===== config.mk =====
export PLATFORM = sky130hd
export DESIGN_NAME = stx_exec
export DESIGN_NICKNAME = d
export VERILOG_FILES = /design/src/shared/stx_pkg.sv /design/src/shared/stx_alu_if.sv /design/src/rtl/stx_exec.sv /design/src/rtl/stx_alu.sv
export VERILOG_INCLUDE_DIRS = /design/src /design/src/shared
export SDC_FILE = /design/constraint.sdc
export NUM_CORES = 1
export LEC_CHECK = 0
export BUFFER_PORTS_ARGS = -buffer_cell sky130_fd_sc_hd__buf_4
export CORE_MARGIN = 2
export CORE_UTILIZATION = 42
export CTS_CLUSTER_DIAMETER = 30
export CTS_CLUSTER_SIZE = 16
export DETAILED_ROUTE_END_ITERATION = 10
export MAX_ROUTING_LAYER = met4
export PLACE_DENSITY = 0.76
export SLEW_MARGIN = 0
export SYNTH_ARGS = -nofsm -noshare
export SYNTH_HDL_FRONTEND = slang
export SYNTH_HIERARCHICAL = 1
export SYNTH_SLANG_ARGS = --single-unit
export TNS_END_PERCENT = 30

===== constraint.sdc =====
create_clock -name clk -period 1.6 [get_ports clk]
set_input_delay 0 -clock clk [delete_from_list [all_inputs] [get_ports clk]]
set_output_delay 0 -clock clk [all_outputs]
set_load 0.005 [all_outputs]

===== src/shared/stx_params.svh =====
// Constants for the skip, table read and exclusive-OR execution unit.
// Assumes inclusion by every design file that needs widths, the last page or reset values.
`ifndef STX_PARAMS_SVH
`define STX_PARAMS_SVH

`define STX_DATA_W       8
`define STX_ROM_AW       12
`define STX_PAGE_W       8
`define STX_LAST_PAGE    4'hF
`define STX_ACC_RST      8'h00
`define STX_ZERO_RST     1'b0
`define STX_TBH_RST      8'h00
`define STX_TABLE_CYC    2
`define STX_SKIP_CYC     2

`endif


===== src/shared/stx_pkg.sv =====
// Types for the skip, table read and exclusive-OR execution unit.
// Assumes stx_params.svh is on the include path.
`include "stx_params.svh"
package stx_pkg;
	typedef enum logic [3:0] {
		STX_OP_NOP,
		STX_OP_SWAP_ACC,
		STX_OP_SKIP_ZERO,
		STX_OP_COPY_SKIP_ZERO,
		STX_OP_SKIP_BIT_ZERO,
		STX_OP_TABLE_CUR,
		STX_OP_TABLE_LAST,
		STX_OP_XOR_ACC,
		STX_OP_XOR_MEM,
		STX_OP_XOR_IMM
	} stx_op_t;

	typedef enum logic [1:0] {
		STX_ST_EXEC,
		STX_ST_ROM,
		STX_ST_DUMMY
	} stx_state_t;
endpackage : stx_pkg


===== src/shared/stx_alu_if.sv =====
// Carrier between the execution unit and its combinational ALU.
// Assumes both ends import stx_pkg.
`timescale 1ns/1ps
interface stx_alu_if;
	import stx_pkg::*;
	stx_op_t     op;
	logic [7:0]  acc;
	logic [7:0]  mem;
	logic [7:0]  lit;
	logic [2:0]  bit_sel;
	logic [7:0]  result;
	logic        is_zero;
	logic        skip;
	modport core (output op, acc, mem, lit, bit_sel, input result, is_zero, skip);
	modport alu  (input op, acc, mem, lit, bit_sel, output result, is_zero, skip);
endinterface : stx_alu_if


===== src/rtl/stx_exec.sv =====
// Execution unit for skip, table read, nibble swap and exclusive-OR ops.
// Assumes the fetch pipeline holds issue until ready and honours flush.
//
// Behaviour
// - Swap-to-accumulator puts operand nibbles crosswise in accumulator; memory, flags kept.
// - Skip-if-zero skips next instruction when byte is zero: 2 cycles, else 1.
// - A taken skip flushes the prefetched instruction and adds one dummy cycle.
// - Copy-then-skip loads byte into accumulator, skips when zero, flags kept.
// - Bit test skips, taking two cycles, only when the chosen bit is zero.
// - Current-page table read stores low ROM byte from current page into memory.
// - Last-page table read stores low ROM byte from final page into memory.
// - Both table reads load high ROM byte into the high latch, flags kept.
// - Accumulator XOR memory goes to accumulator, updating only zero flag.
// - XOR into memory writes result to memory byte, updating only zero flag.
// - Immediate XOR goes to accumulator, updating only zero flag.
`timescale 1ns/1ps
`include "stx_params.svh"
module stx_exec
	import stx_pkg::*;
(
	input  wire logic        clk,
	input  wire logic        rst,
	input  wire logic        issue_valid,
	output logic             issue_ready,
	input  wire stx_op_t     issue_op,
	input  wire logic [7:0]  mem_rdata,
	input  wire logic [7:0]  literal,
	input  wire logic [2:0]  bit_sel,
	input  wire logic [7:0]  table_pointer,
	input  wire logic [11:0] pc,
	output logic [11:0]      rom_addr,
	output logic             rom_read,
	input  wire logic [15:0] rom_data,
	output logic             mem_we,
	output logic [7:0]       mem_wdata,
	output logic             flush,
	output logic [7:0]       acc,
	output logic             zero_flag,
	output logic [7:0]       table_high_latch,
	output logic             busy
);
	////////////////////////////////////////////////////////////////
	stx_alu_if alu_bus ();
	stx_alu u_alu (.a(alu_bus));

	stx_state_t state;
	stx_state_t next_state;
	logic [7:0] next_acc;
	logic       next_zero;
	logic [7:0] next_tbh;
	logic       next_mem_we;
	logic [7:0] next_mem_wdata;
	logic       next_flush;
	logic [11:0] next_rom_addr;
	logic       take;

	// Last page is the top page of a 4K program ROM
	function automatic logic [11:0] table_addr(input logic last, input logic [11:0] cur_pc,
		input logic [7:0] ptr);
		table_addr = last ? {`STX_LAST_PAGE, ptr} : {cur_pc[11:8], ptr};
	endfunction : table_addr

	// Ready is combinational so a refusal is seen in the same cycle
	assign alu_bus.op      = issue_op;
	assign alu_bus.acc     = acc;
	assign alu_bus.mem     = mem_rdata;
	assign alu_bus.lit     = literal;
	assign alu_bus.bit_sel = bit_sel;
	assign issue_ready = (state == STX_ST_EXEC);
	assign take        = issue_valid && issue_ready;
	assign rom_read    = (state == STX_ST_ROM);
	assign busy        = (state != STX_ST_EXEC);

	////////////////////////////////////////////////////////////////
	// Skip overrides the table branch; no opcode asks for both
	// Memory writes reuse the core's held address, none is carried here
	always_comb
	begin
		next_state     = state;
		next_acc       = acc;
		next_zero      = zero_flag;
		next_tbh       = table_high_latch;
		next_mem_we    = 1'b0;
		next_mem_wdata = mem_wdata;
		next_flush     = 1'b0;
		next_rom_addr  = rom_addr;
		case (state)
			STX_ST_EXEC:
				if (take)
				begin
					case (issue_op)
						STX_OP_SWAP_ACC, STX_OP_COPY_SKIP_ZERO:
							next_acc = alu_bus.result;
						STX_OP_XOR_ACC, STX_OP_XOR_IMM:
						begin
							next_acc  = alu_bus.result;
							next_zero = alu_bus.is_zero;
						end
						STX_OP_XOR_MEM:
						begin
							next_mem_we    = 1'b1;
							next_mem_wdata = alu_bus.result;
							next_zero      = alu_bus.is_zero;
						end
						STX_OP_TABLE_CUR, STX_OP_TABLE_LAST:
						begin
							next_rom_addr = table_addr(issue_op == STX_OP_TABLE_LAST,
								pc, table_pointer);
							next_state = STX_ST_ROM;
						end
						default: next_state = STX_ST_EXEC;
					endcase
					if (alu_bus.skip)
					begin
						next_flush = 1'b1;
						next_state = STX_ST_DUMMY;
					end
				end
			STX_ST_ROM:
			begin
				next_mem_we    = 1'b1;
				next_mem_wdata = rom_data[7:0];
				next_tbh       = rom_data[15:8];
				next_state     = STX_ST_EXEC;
			end
			STX_ST_DUMMY: next_state = STX_ST_EXEC;
			default:      next_state = STX_ST_EXEC;
		endcase
	end

	always_ff @(posedge clk or posedge rst)
	begin
		if (rst)
		begin
			state            <= STX_ST_EXEC;
			acc              <= `STX_ACC_RST;
			zero_flag        <= `STX_ZERO_RST;
			table_high_latch <= `STX_TBH_RST;
			mem_we           <= 1'b0;
			mem_wdata        <= 8'h00;
			flush            <= 1'b0;
			rom_addr         <= 12'h000;
		end
		else
		begin
			state            <= next_state;
			acc              <= next_acc;
			zero_flag        <= next_zero;
			table_high_latch <= next_tbh;
			mem_we           <= next_mem_we;
			mem_wdata        <= next_mem_wdata;
			flush            <= next_flush;
			rom_addr         <= next_rom_addr;
		end
	end

	////////////////////////////////////////////////////////////////
	// Checks; zero flag must survive every op except the three XORs
	chk_swap_nibbles: assert property (@(posedge clk) disable iff (rst)
		take && issue_op == STX_OP_SWAP_ACC |=> acc == {$past(mem_rdata[3:0]),
		$past(mem_rdata[7:4])} && !mem_we && $stable(zero_flag))
		else $error("swap result wrong");
	chk_skip_zero: assert property (@(posedge clk) disable iff (rst)
		take && issue_op == STX_OP_SKIP_ZERO && mem_rdata == 8'h00 |=> flush && busy
		##1 issue_ready)
		else $error("zero skip not two cycles");
	chk_no_skip: assert property (@(posedge clk) disable iff (rst)
		take && issue_op == STX_OP_SKIP_ZERO && mem_rdata != 8'h00 |=> !flush && issue_ready)
		else $error("nonzero byte skipped");
	chk_copy_skip: assert property (@(posedge clk) disable iff (rst)
		take && issue_op == STX_OP_COPY_SKIP_ZERO |=> acc == $past(mem_rdata)
		&& flush == ($past(mem_rdata) == 8'h00) && $stable(zero_flag))
		else $error("copy skip wrong");
	chk_bit_skip: assert property (@(posedge clk) disable iff (rst)
		take && issue_op == STX_OP_SKIP_BIT_ZERO |=> flush == !$past(mem_rdata[bit_sel]))
		else $error("bit skip wrong");
	chk_table_page: assert property (@(posedge clk) disable iff (rst)
		take && issue_op == STX_OP_TABLE_LAST |=> rom_read && rom_addr[11:8] == `STX_LAST_PAGE)
		else $error("last page address wrong");
	chk_table_load: assert property (@(posedge clk) disable iff (rst)
		rom_read |=> mem_we && mem_wdata == $past(rom_data[7:0])
		&& table_high_latch == $past(rom_data[15:8]) && $stable(zero_flag) && issue_ready)
		else $error("table load wrong");
	chk_xor_mem: assert property (@(posedge clk) disable iff (rst)
		take && issue_op == STX_OP_XOR_MEM |=> mem_we && $stable(acc)
		&& mem_wdata == ($past(acc) ^ $past(mem_rdata)) && zero_flag == (mem_wdata == 8'h00))
		else $error("xor into memory wrong");
	chk_xor_imm: assert property (@(posedge clk) disable iff (rst)
		take && issue_op == STX_OP_XOR_IMM |=> acc == ($past(acc) ^ $past(literal))
		&& zero_flag == (acc == 8'h00))
		else $error("immediate xor wrong");
	cov_skip: cover property (@(posedge clk) disable iff (rst) flush);
	cov_table: cover property (@(posedge clk) disable iff (rst) rom_read ##1 mem_we);
	cov_xor_zero: cover property (@(posedge clk) disable iff (rst)
		take && issue_op == STX_OP_XOR_ACC ##1 zero_flag);
	// Remaining ops and the dummy cycle itself
	chk_xor_acc: assert property (@(posedge clk) disable iff (rst)
		take && issue_op == STX_OP_XOR_ACC |=> acc == ($past(acc) ^ $past(mem_rdata))
		&& zero_flag == (acc == 8'h00) && !mem_we)
		else $error("accumulator xor wrong");
	chk_table_cur: assert property (@(posedge clk) disable iff (rst)
		take && issue_op == STX_OP_TABLE_CUR |=> rom_read
		&& rom_addr == {$past(pc[11:8]), $past(table_pointer)})
		else $error("current page address wrong");
	chk_table_cycles: assert property (@(posedge clk) disable iff (rst)
		take && (issue_op == STX_OP_TABLE_CUR || issue_op == STX_OP_TABLE_LAST)
		|=> !issue_ready && !mem_we ##1 issue_ready && mem_we && !rom_read)
		else $error("table read not two cycles");
	chk_flush_pulse: assert property (@(posedge clk) disable iff (rst)
		flush |-> busy && !issue_ready ##1 !flush && issue_ready)
		else $error("skip dummy cycle wrong");
	chk_bit_keep: assert property (@(posedge clk) disable iff (rst)
		take && issue_op == STX_OP_SKIP_BIT_ZERO |=> $stable(acc) && $stable(zero_flag) && !mem_we)
		else $error("bit skip changed state");
	cov_bit_skip: cover property (@(posedge clk) disable iff (rst)
		take && issue_op == STX_OP_SKIP_BIT_ZERO ##1 flush);
	cov_last_page: cover property (@(posedge clk) disable iff (rst)
		take && issue_op == STX_OP_TABLE_LAST ##2 mem_we);
endmodule : stx_exec


===== src/rtl/stx_alu.sv =====
// Combinational result, zero test and skip decision per opcode.
// Assumes operands are stable for the cycle that issues the op.
`timescale 1ns/1ps
module stx_alu
	import stx_pkg::*;
(
	stx_alu_if.alu a
);
	always_comb
	begin
		a.result = a.mem;
		a.skip   = 1'b0;
		case (a.op)
			STX_OP_SWAP_ACC:       a.result = {a.mem[3:0], a.mem[7:4]};
			STX_OP_SKIP_ZERO:      a.skip = (a.mem == 8'h00);
			STX_OP_COPY_SKIP_ZERO:
			begin
				a.result = a.mem;
				a.skip   = (a.mem == 8'h00);
			end
			STX_OP_SKIP_BIT_ZERO:  a.skip = ~a.mem[a.bit_sel];
			STX_OP_XOR_ACC:        a.result = a.acc ^ a.mem;
			STX_OP_XOR_MEM:        a.result = a.acc ^ a.mem;
			STX_OP_XOR_IMM:        a.result = a.acc ^ a.lit;
			default:               a.result = a.mem;
		endcase
		a.is_zero = (a.result == 8'h00);
	end
endmodule : stx_alu


==> results.yml, run 1 <==
clock_network:
  cts_tree: "done"
  clk_pin_slew_ps: 80
  clk_latency_ps: 290
  htreeDepth: 2
  cts_max_path_buffers: 2
  cts_sinks: 41
  cts_buffers: 5
  cts-root-buf: "clkbuf_8"
logic_synthesis:
  synth_cell_type_count: 34
  yosysTopAreaCell: "dfrtp_1"
  syn_area_per_cell_um2: 10.8
  synth_cells: 206
  syn_nets: 268
  synth_top_area_share_pct: 46.0
  yosys_register_bits: 41
  ys_top_cells_by_area: "dfrtp_1 (46%), mux2_2 (8.6%), nand2_1 (7.1%)"
  synth.cell_area_um2: 2230
  ys_warn_count: 6
  seq_area_frac_synth_pct: 46.0
setup_path:
  crit_path_cell_trace: "buf_6 -> nor4bb_4 -> buf_6 -> mux2i_4 -> xnor2_2 -> a222oi_1 -> inv_1 -> mux2_2"
  crit_path_end_kind: "register"
  cpPeakStageDelay_ps: 420
  startpoint_type: "input pin"
  cp_data_required_time_ps: 1780
  path_class: "input pin to register"
  path_delay_family: "multiplexers"
  crit_top_cell: "buf_6"
  cp_num_buf_inv: 3
  cp_max_fo: 8
  cp_slowest_cell: "a222oi_1"
  arrival_ps: 1760
placement:
  io_buffers: 95
  pre_cts_slack_ps: -257
  place_area_um2: 3120
  dpl.hpwl_um: 4330
  routabilityCongestion: 0.822
power_and_ir_drop:
  leakage_nw: 1.77
  sw_frac_of_total_pct: 29.9
  p_per_area_nw_per_um2: 933
  p_comb_share_pct: 35.9
  vdd_drop_max_v: 0.000606
  p_int_w: 0.00233
  power_frac_clock_pct: 19.9
  p_seq_share_pct: 44.2
  switchingPower_w: 0.000992
floorplanning:
  rows: 26
  die_w_um: 76.9
  die_area_um2: 5910
  initial_core_util_pct: 43.7
  io_pins: 104
  dieHeight_um: 76.9
  coreArea_um2: 5110
sta:
  skew_ps: 7.20
  max_freq_mhz: 636
  setup_viol_count_final: 0
  min_period_ps: 1570
  hold_violations: 0
  drv_slew: 0
  setup_ws_ps: 28.7
  slew_headroom_pct: 65.1
  fin_crit_sh_pct: 98.2
  worst_pin_slew_ps: 524
  rsz0062_at_grt: "true"
finish:
  fin_nets: 408
  multi_input_area_um2: 1130
  fillerInstances: 383
  drive_above_1_share_pct: 46.1
  syn_to_final_growth_pct: 59.3
  seq_area_um2: 1030
  design_area_um2: 3550
  diodes: 0
grt:
  grt_use_total_pct: 22.5
  grt_max_degree: 42
  grt_overflow_total: 0
  grt_pass1_vias: 2226
  antenna_found_initial: 0
  grt_pass1_wl_um: 10500
route:
  remaining_drc_errors: 0
  route.met3.wl_um: 429
  wire_per_inst_um: 14.8
  drtAntennaViolNets: 0
  vias_per_cell: 5.11
  highest_layer: "met4"
  vias: 2131
  drt-initial-drc-count: 200
  firstDrtPassIters: 5
  wl_um: 6180
  met2WireLength_um: 3020
  m1WireLength_um: 2680
job:
  drv_cap: 0
min_path:
  hp-class: "input pin to register"
outcome:
  status: "completed"
timing repair:
action,in CTS,in global routing
hold buffers,28,0
gates resized for setup,0,12
endpoints found under the setup margin,0,17
endpoints found under the hold margin,68,0
setup buffers,0,2
registers in the layout, indices dropped and copies added, names as in the netlist:
register          cells
mem_wdata             8
acc                   8
table_high_latch      8
mem_we                1
rom_addr             12
state                 2
zero_flag             1
flush                 1
power groups by stage:
stage / registers [W] / clock network, W / logic (W)
floorplan: 0.00147 / 0 / 0.000460
global placement: 0.00147 / 0 / 0.00109
detailed placement: 0.00147 / 0 / 0.00112
CTS: 0.00146 / 0.000680 / 0.00117
global route: 0.00150 / 0.000735 / 0.00130
finish: 0.00147 / 0.000662 / 0.00119
routing by layer:
layer,up-vias,track usage (%)
li1,1014,-
met1,1028,27.9
met2,84,36.8
met3,5,5.76
met4,0,5.45
met5,-,-
cells in the mapped netlist:
cell,count
nand3_1,2
mux2i_1,14
buf_2,2
xnor2_1,8
clkinv_1,1
inv_1,14
nand4b_1,2
mux2_2,17
or3b_1,2
xor2_1,1
nor3b_2,1
nor2_1,9
clkbuf_1,4
a32o_1,1
a21bo_2,1
mux4_2,2
or2_1,1
o211ai_2,8
o41ai_1,1
nor4bb_1,2
dfrtp_1,41
nand2b_1,1
nand2_1,42
buf_4,1
buf_6,3
and2_1,2
nor2_2,1
nor2b_1,1
nor4b_4,1
nor4b_1,1
a222oi_1,8
nor4_1,1
nand4_1,2
o211ai_1,8
metrics by stage:
stage	util, %	power (W)	setup TNS (ps)	cells	hold WS [ps]
after floorplan	-	0.00193	0	206	105
after global placement	61.1	0.00255	-2220	379	164
after detailed placement	61.1	0.00259	-2850	379	166
after CTS	68.3	0.00331	0	415	7.99
after global routing	69.6	0.00353	-65.6	417	34.3
final	69.6	0.00332	0	417	7.61
cell families after synthesis:
| logic type | after synthesis | synth area share (%) |
|---|---|---|
| XOR/XNOR | 9 | 3.53 |
| AND/OR/NAND/NOR | 71 | 16.0 |
| flip-flops | 41 | 46.0 |
| buffers and inverters | 25 | 5.50 |
| AO/OA/AOI/OAI | 27 | 12.1 |
| multiplexers | 33 | 16.9 |
worst reg2reg max path: cells and delay by family (launching register included):
| family | cells | cell delay, ps |
|---|---|---|
| and+or+nand+nor | 2 | 480 |
| muxes | 1 | 290 |
| buffers and inverters | 1 | 220 |
| DFF | 1 | 420 |
layout make-up:
| class | instances | share of cell area [%] |
|---|---|---|
| tap | 70 | 2.46 |
| clock buffer | 5 | 1.94 |
| inverter | 15 | 1.69 |
| timing repair buffer | 143 | 32.8 |
| multi-input combinational | 140 | 31.7 |
| clock inverter | 3 | 0.493 |
| sequential | 41 | 28.9 |
worst paths after layout:
kind / start / endpoint / slack (ps) / cells past startpoint
worst max-delay path: issue_op[1] / acc[0] / 30 / 8
worst min-delay path: pc[8] / rom_addr[8] / 8 / 3
worst max register to register: state[1] / rom_addr[0] / 80 / 4
worst min register to register: table_high_latch[7] / table_high_latch[7] / 490 / 2
max in group asynchronous: rst / mem_wdata[1] / 840 / 4
min in group asynchronous: rst / acc[5] / 410 / 4
cell usage in the layout, fill, tap and decap left out, types with 3 or more instances in the layout:
| master | n |
|---|---|
| nor2_1 | 9 |
| nand2_1 | 42 |
| mux2i_1 | 12 |
| inv_1 | 14 |
| a222oi_1 | 8 |
| buf_4 | 111 |
| buf_6 | 3 |
| dfrtp_1 | 41 |
| o211ai_2 | 8 |
| xnor2_1 | 7 |
| o211ai_1 | 8 |
| dlygate4sd3_1 | 28 |
| clkbuf_8 | 5 |
| mux2_2 | 16 |
No activity file was read; power rests on OpenSTA's default activity.
==> run 2: changes to the inputs <==
- RECOVER_POWER: default -> 25
==> results.yml, run 2 (same netlist as run 1, synthesis figures left out) <==
outcome:
  status: "completed"
route:
  drtAntennaViolNets: 0
  vias_per_cell: 5.07
  remaining_drc_errors: 0
  firstDrtPassIters: 4
  wl_um: 6160
  drt-initial-drc-count: 222
  wire_per_inst_um: 14.8
  vias: 2114
setup_path:
  startpoint_type: "input pin"
  path_delay_family: "multiplexers"
  crit_path_cell_trace: "buf_6 -> nor4bb_4 -> buf_6 -> mux2i_4 -> xnor2_2 -> a222oi_1 -> inv_1 -> mux2_2"
  cpPeakStageDelay_ps: 420
  cp_num_buf_inv: 3
  cp_max_fo: 8
  crit_top_cell: "buf_6"
  cp_slowest_cell: "a222oi_1"
  cp_data_required_time_ps: 1790
  crit_path_end_kind: "register"
  arrival_ps: 1750
  path_class: "input pin to register"
clock_network:
  cts_max_path_buffers: 2
  htreeDepth: 2
  cts_tree: "done"
  cts_buffers: 5
  clk_pin_slew_ps: 90
  cts-root-buf: "clkbuf_8"
  cts_sinks: 41
  clk_latency_ps: 290
finish:
  regMostFlops: "rom_addr"
  final_cell_mix: "buf_4 (98), nand2_1 (42), dfrtp_1 (41), dlygate4sd3_1 (28), mux2_2 (16)"
  syn_to_final_growth_pct: 59.1
  design_area_um2: 3550
  layout_commonest_cell: "buf_4"
  drive_above_1_share_pct: 45.8
  diodes: 0
  largest_reg_flops: 12
  fin_nets: 408
power_and_ir_drop:
  leakage_nw: 1.76
  vdd_drop_max_v: 0.000608
  p_per_area_nw_per_um2: 934
grt:
  grt_overflow_total: 0
  grt_pass1_vias: 2226
  grt_use_met3_pct: 5.76
  grtUsageMet1_pct: 27.9
  antenna_found_initial: 0
  grt_use_total_pct: 22.5
  grt_max_degree: 42
  top_usage_layer: "met2"
  grt_use_met2_pct: 36.8
  grt_pass1_wl_um: 10500
floorplanning:
  initial_core_util_pct: 43.7
  rows: 26
  die_w_um: 76.9
  io_pins: 104
  coreArea_um2: 5110
  dieHeight_um: 76.9
  die_area_um2: 5910
placement:
  dpl.hpwl_um: 4330
  pre_cts_slack_ps: -257
  routabilityCongestion: 0.822
  io_buffers: 95
  place_area_um2: 3120
min_path:
  hp-class: "input pin to register"
sta:
  hold_violations: 0
  drv_slew: 0
  rsz0062_at_grt: "true"
  min_period_ps: 1570
  finalSetupTns_ps: 0
  skew_ps: 8.18
  slew_headroom_pct: 31.7
  max_freq_mhz: 639
  fin_crit_sh_pct: 97.8
  worst_pin_slew_ps: 1020
  setup_viol_count_final: 0
  setup_ws_ps: 34.9
job:
  drv_cap: 0
## run 2: layout make-up
cell class,instances,area (um^2)
clock buffers,5,68.8
repair buffers,143,1160
clock inverters,3,17.5
flip-flops and latches,41,1030
multi-input cells,140,1130
fillers,386,1560
inverters,15,60.1
well taps,70,87.6
## run 2: worst reg2reg max path: stages, from the launching register on
cell	delay, ps
dfrtp_1	420
nor3b_2	350
nand4b_1	130
buf_4	220
mux2_2	290
## run 2: path summary, 6_finish.rpt
path / start / end / slack, ps / depth (start not counted)
min in group asynchronous: rst / mem_wdata[5] / 600 / 4
worst min-delay path: pc[8] / rom_addr[8] / 7 / 3
worst max-delay path: issue_op[1] / acc[0] / 30 / 8
max in group asynchronous: rst / acc[3] / 380 / 4
worst max register to register: state[1] / rom_addr[0] / 80 / 4
worst min register to register: table_high_latch[3] / table_high_latch[3] / 490 / 2
## run 2: where the power goes
| group | internal (W) | total, W | switching [W] | leakage, nW |
|---|---|---|---|---|
| logic | 0.000731 | 0.00118 | 0.000451 | 1.21 |
| clock network | 0.000301 | 0.000669 | 0.000367 | 0.0439 |
| registers | 0.00129 | 0.00147 | 0.000179 | 0.504 |
## run 2: through the flow
stage	util (%)	instances	hold WS, ps	power, W
floorplan	-	206	105	0.00193
global placement	61.1	379	164	0.00255
detailed placement	61.1	379	166	0.00259
CTS	68.3	415	7.99	0.00331
global route	69.5	417	34.3	0.00353
finish	69.5	417	7.48	0.00332
## run 2: metal layers
metal  share of wire [%]  up-vias
met2                  49       82
met5                   0        -
met1                  43     1013
li1                    -     1014
met3                 7.0        5
met4                0.81        0
## run 2: what timing repair did
action / 4_1_cts / 5_1_grt
hold buffers: 28 / 0
endpoints found under the setup margin: 0 / 17
resized for setup: 0 / 12
endpoints found under the hold margin: 68 / 0
setup buffers: 0 / 2
==> run 3: changes to the inputs <==
- CORE_UTILIZATION: 42 -> 40
- PLACE_DENSITY: 0.76 -> default
- PLACE_DENSITY_LB_ADDON: default -> 0.25
- SYNTH_HIERARCHICAL: 1 -> default
==> results.yml, run 3 <==
floorplanning:
  coreArea_um2: 4750
  rows: 25
  die_w_um: 74.3
  dieHeight_um: 74.3
  die_area_um2: 5530
  io_pins: 104
  initial_core_util_pct: 41.6
sta:
  setup_ws_ps: 107
  drv_slew: 0
  fin_crit_sh_pct: 93.3
  max_freq_mhz: 670
  finalSetupTns_ps: 0
  skew_ps: 3.53
  setup_viol_count_final: 0
  hold_violations: 0
  rsz0062_at_grt: "false"
  min_period_ps: 1490
  holdWs_ps: 22.6
  slew_headroom_pct: 55.0
  worst_pin_slew_ps: 675
logic_synthesis:
  ys_warn_count: 0
  synth.cell_area_um2: 1980
  synth_commonest_cells: "dfrtp_1 (41), mux2_2 (17), o21ai_0 (16), nor2_1 (13), nand2_1 (11)"
  yosysTopAreaCell: "dfrtp_1"
  synth_top_area_share_pct: 51.8
  yosys_register_bits: 41
  synth_edf_count: 0
  synth_cells: 170
  synth.most_common_cell: "dfrtp_1"
  synth_cell_type_count: 31
  syn_nets: 232
  seq_area_frac_synth_pct: 51.8
  synth_ff_type: "dfrtp_1"
  syn_area_per_cell_um2: 11.6
  async_flop_share_pct: 100
  ys_top_cells_by_area: "dfrtp_1 (52%), mux2_2 (9.7%), a222oi_1 (4.0%)"
clock_network:
  clk_pin_slew_ps: 70
  clk_latency_ps: 290
  cts-root-buf: "clkbuf_8"
  htreeDepth: 2
  cts_max_path_buffers: 2
  cts_sinks: 41
  cts_resized: 0
  cts_tree: "done"
  cts_buffers: 5
route:
  vias_per_cell: 5.03
  firstDrtPassIters: 7
  vias: 1936
  remaining_drc_errors: 0
  drt-initial-drc-count: 100
  drtAntennaViolNets: 0
  wire_per_inst_um: 14.1
  wl_um: 5430
setup_path:
  path_class: "input pin to register"
  cp_data_required_time_ps: 1790
  cp_max_fo: 8
  cp_slowest_cell: "a222oi_1"
  arrival_ps: 1690
  path_delay_family: "compound AO/OA/AOI/OAI gates"
  crit_path_cell_trace: "buf_4 -> and4bb_1 -> buf_12 -> mux2i_1 -> xnor2_1 -> a222oi_1 -> nand4_1 -> o31ai_1"
  cp_num_buf_inv: 2
  startpoint_type: "input pin"
  cpPeakStageDelay_ps: 420
  crit_path_end_kind: "register"
grt:
  grt_overflow_total: 0
  grt_pass1_wl_um: 8840
  grt_use_total_pct: 21.7
  antenna_found_initial: 0
  grt_pass1_vias: 1959
  grt_max_degree: 29
placement:
  dpl.hpwl_um: 3930
  pre_cts_slack_ps: -152
  io_buffers: 95
  place_inst: 348
  routabilityCongestion: 0.871
finish:
  final_core_util_pct: 70.7
  largest_reg_flops: 12
  layout_commonest_cell: "buf_4"
  regMostFlops: "rom_addr"
  final_cell_mix: "buf_4 (114), dfrtp_1 (41), dlygate4sd3_1 (29), mux2_2 (17), o21ai_0 (16)"
  multi_input_area_um2: 920
  seq_area_um2: 1030
  diodes: 0
  syn_to_final_growth_pct: 69.8
  drive_above_1_share_pct: 47.8
  layout.cells.non_filler: 385
  fin_nets: 379
  fillerInstances: 368
power_and_ir_drop:
  leakage_nw: 1.57
  p_per_area_nw_per_um2: 971
  vdd_drop_max_v: 0.000661
min_path:
  hp-class: "input pin to register"
outcome:
  status: "completed"
job:
  drv_cap: 0
[run 3: changes by cell type after synthesis, moves of 4 or more]
| cell | change |
|---|---|
| a22oi_1 | +8 |
| nand2_1 | -31 |
| a21oi_1 | +5 |
| inv_1 | -11 |
| o21ai_0 | +16 |
| o211ai_2 | -8 |
| nor2_1 | +4 |
| o211ai_1 | -8 |
| mux2i_1 | -6 |
[run 3: power by group]
group	internal, W	switching [W]	total (W)
Sequential	0.00128	0.000163	0.00144
Combinational	0.000704	0.000393	0.00110
Clock	0.000390	0.000335	0.000724
[run 3: path summary, 6_finish.rpt]
path	endpoint	start	slack, ps	cells after the start
setup / recovery	zero_flag	issue_op[1]	110	8
max in group asynchronous	acc[1]	rst	400	4
hold reg to reg	zero_flag	zero_flag	490	2
setup reg to reg	zero_flag	acc[2]	150	4
hold / removal	state[1]	issue_valid	20	3
min in group asynchronous	rom_addr[2]	rst	230	3
[run 3: timing repair]
item                                   CTS  global route
buffers inserted                         0             0
endpoints found under the hold margin   41             0
hold buffers                            29             0
[run 3: logic make-up (layout without fill, tap and decap cells)]
logic type | Yosys count | in the layout | share of synthesized area [%]
AOI/OAI and AO/OA | 41 | 41 | 14.3
xor gates and xnor gates | 9 | 9 | 3.98
buffers and inverters | 11 | 159 | 2.53
DFF | 41 | 41 | 51.8
muxes | 27 | 27 | 16.0
and+or+nand+nor | 41 | 41 | 11.4
[run 3: worst min-delay path: stages]
cell,delay (ps)
buf_4,130
nand2_2,90
nor2_1,50
[run 3: routing by layer]
layer,vias to the layer above,track usage (%),part of all wire [%]
met3,4,5.69,6.0
met2,76,37.4,53
met4,0,5.36,0.87
li1,932,-,-
met1,924,25.2,40
met5,-,-,0
[run 3: final cells by class]
class | count | area share (%)
repair buffers | 148 | 36.3
flip-flops and latches | 41 | 30.5
multi-input cells | 118 | 27.4
clock buffers | 7 | 2.87
well taps | 67 | 2.49
inverters | 3 | 0.335
clock inverters | 1 | 0.149
[run 3: through the flow]
step / instance area (um^2) / power [W]
6_report: 3360 / 0.00326
5_1_grt: 3360 / 0.00347
3_3_place_gp: 2980 / 0.00248
3_5_place_dp: 2980 / 0.00250
2_1_floorplan: 2010 / 0.00184
4_1_cts: 3380 / 0.00330
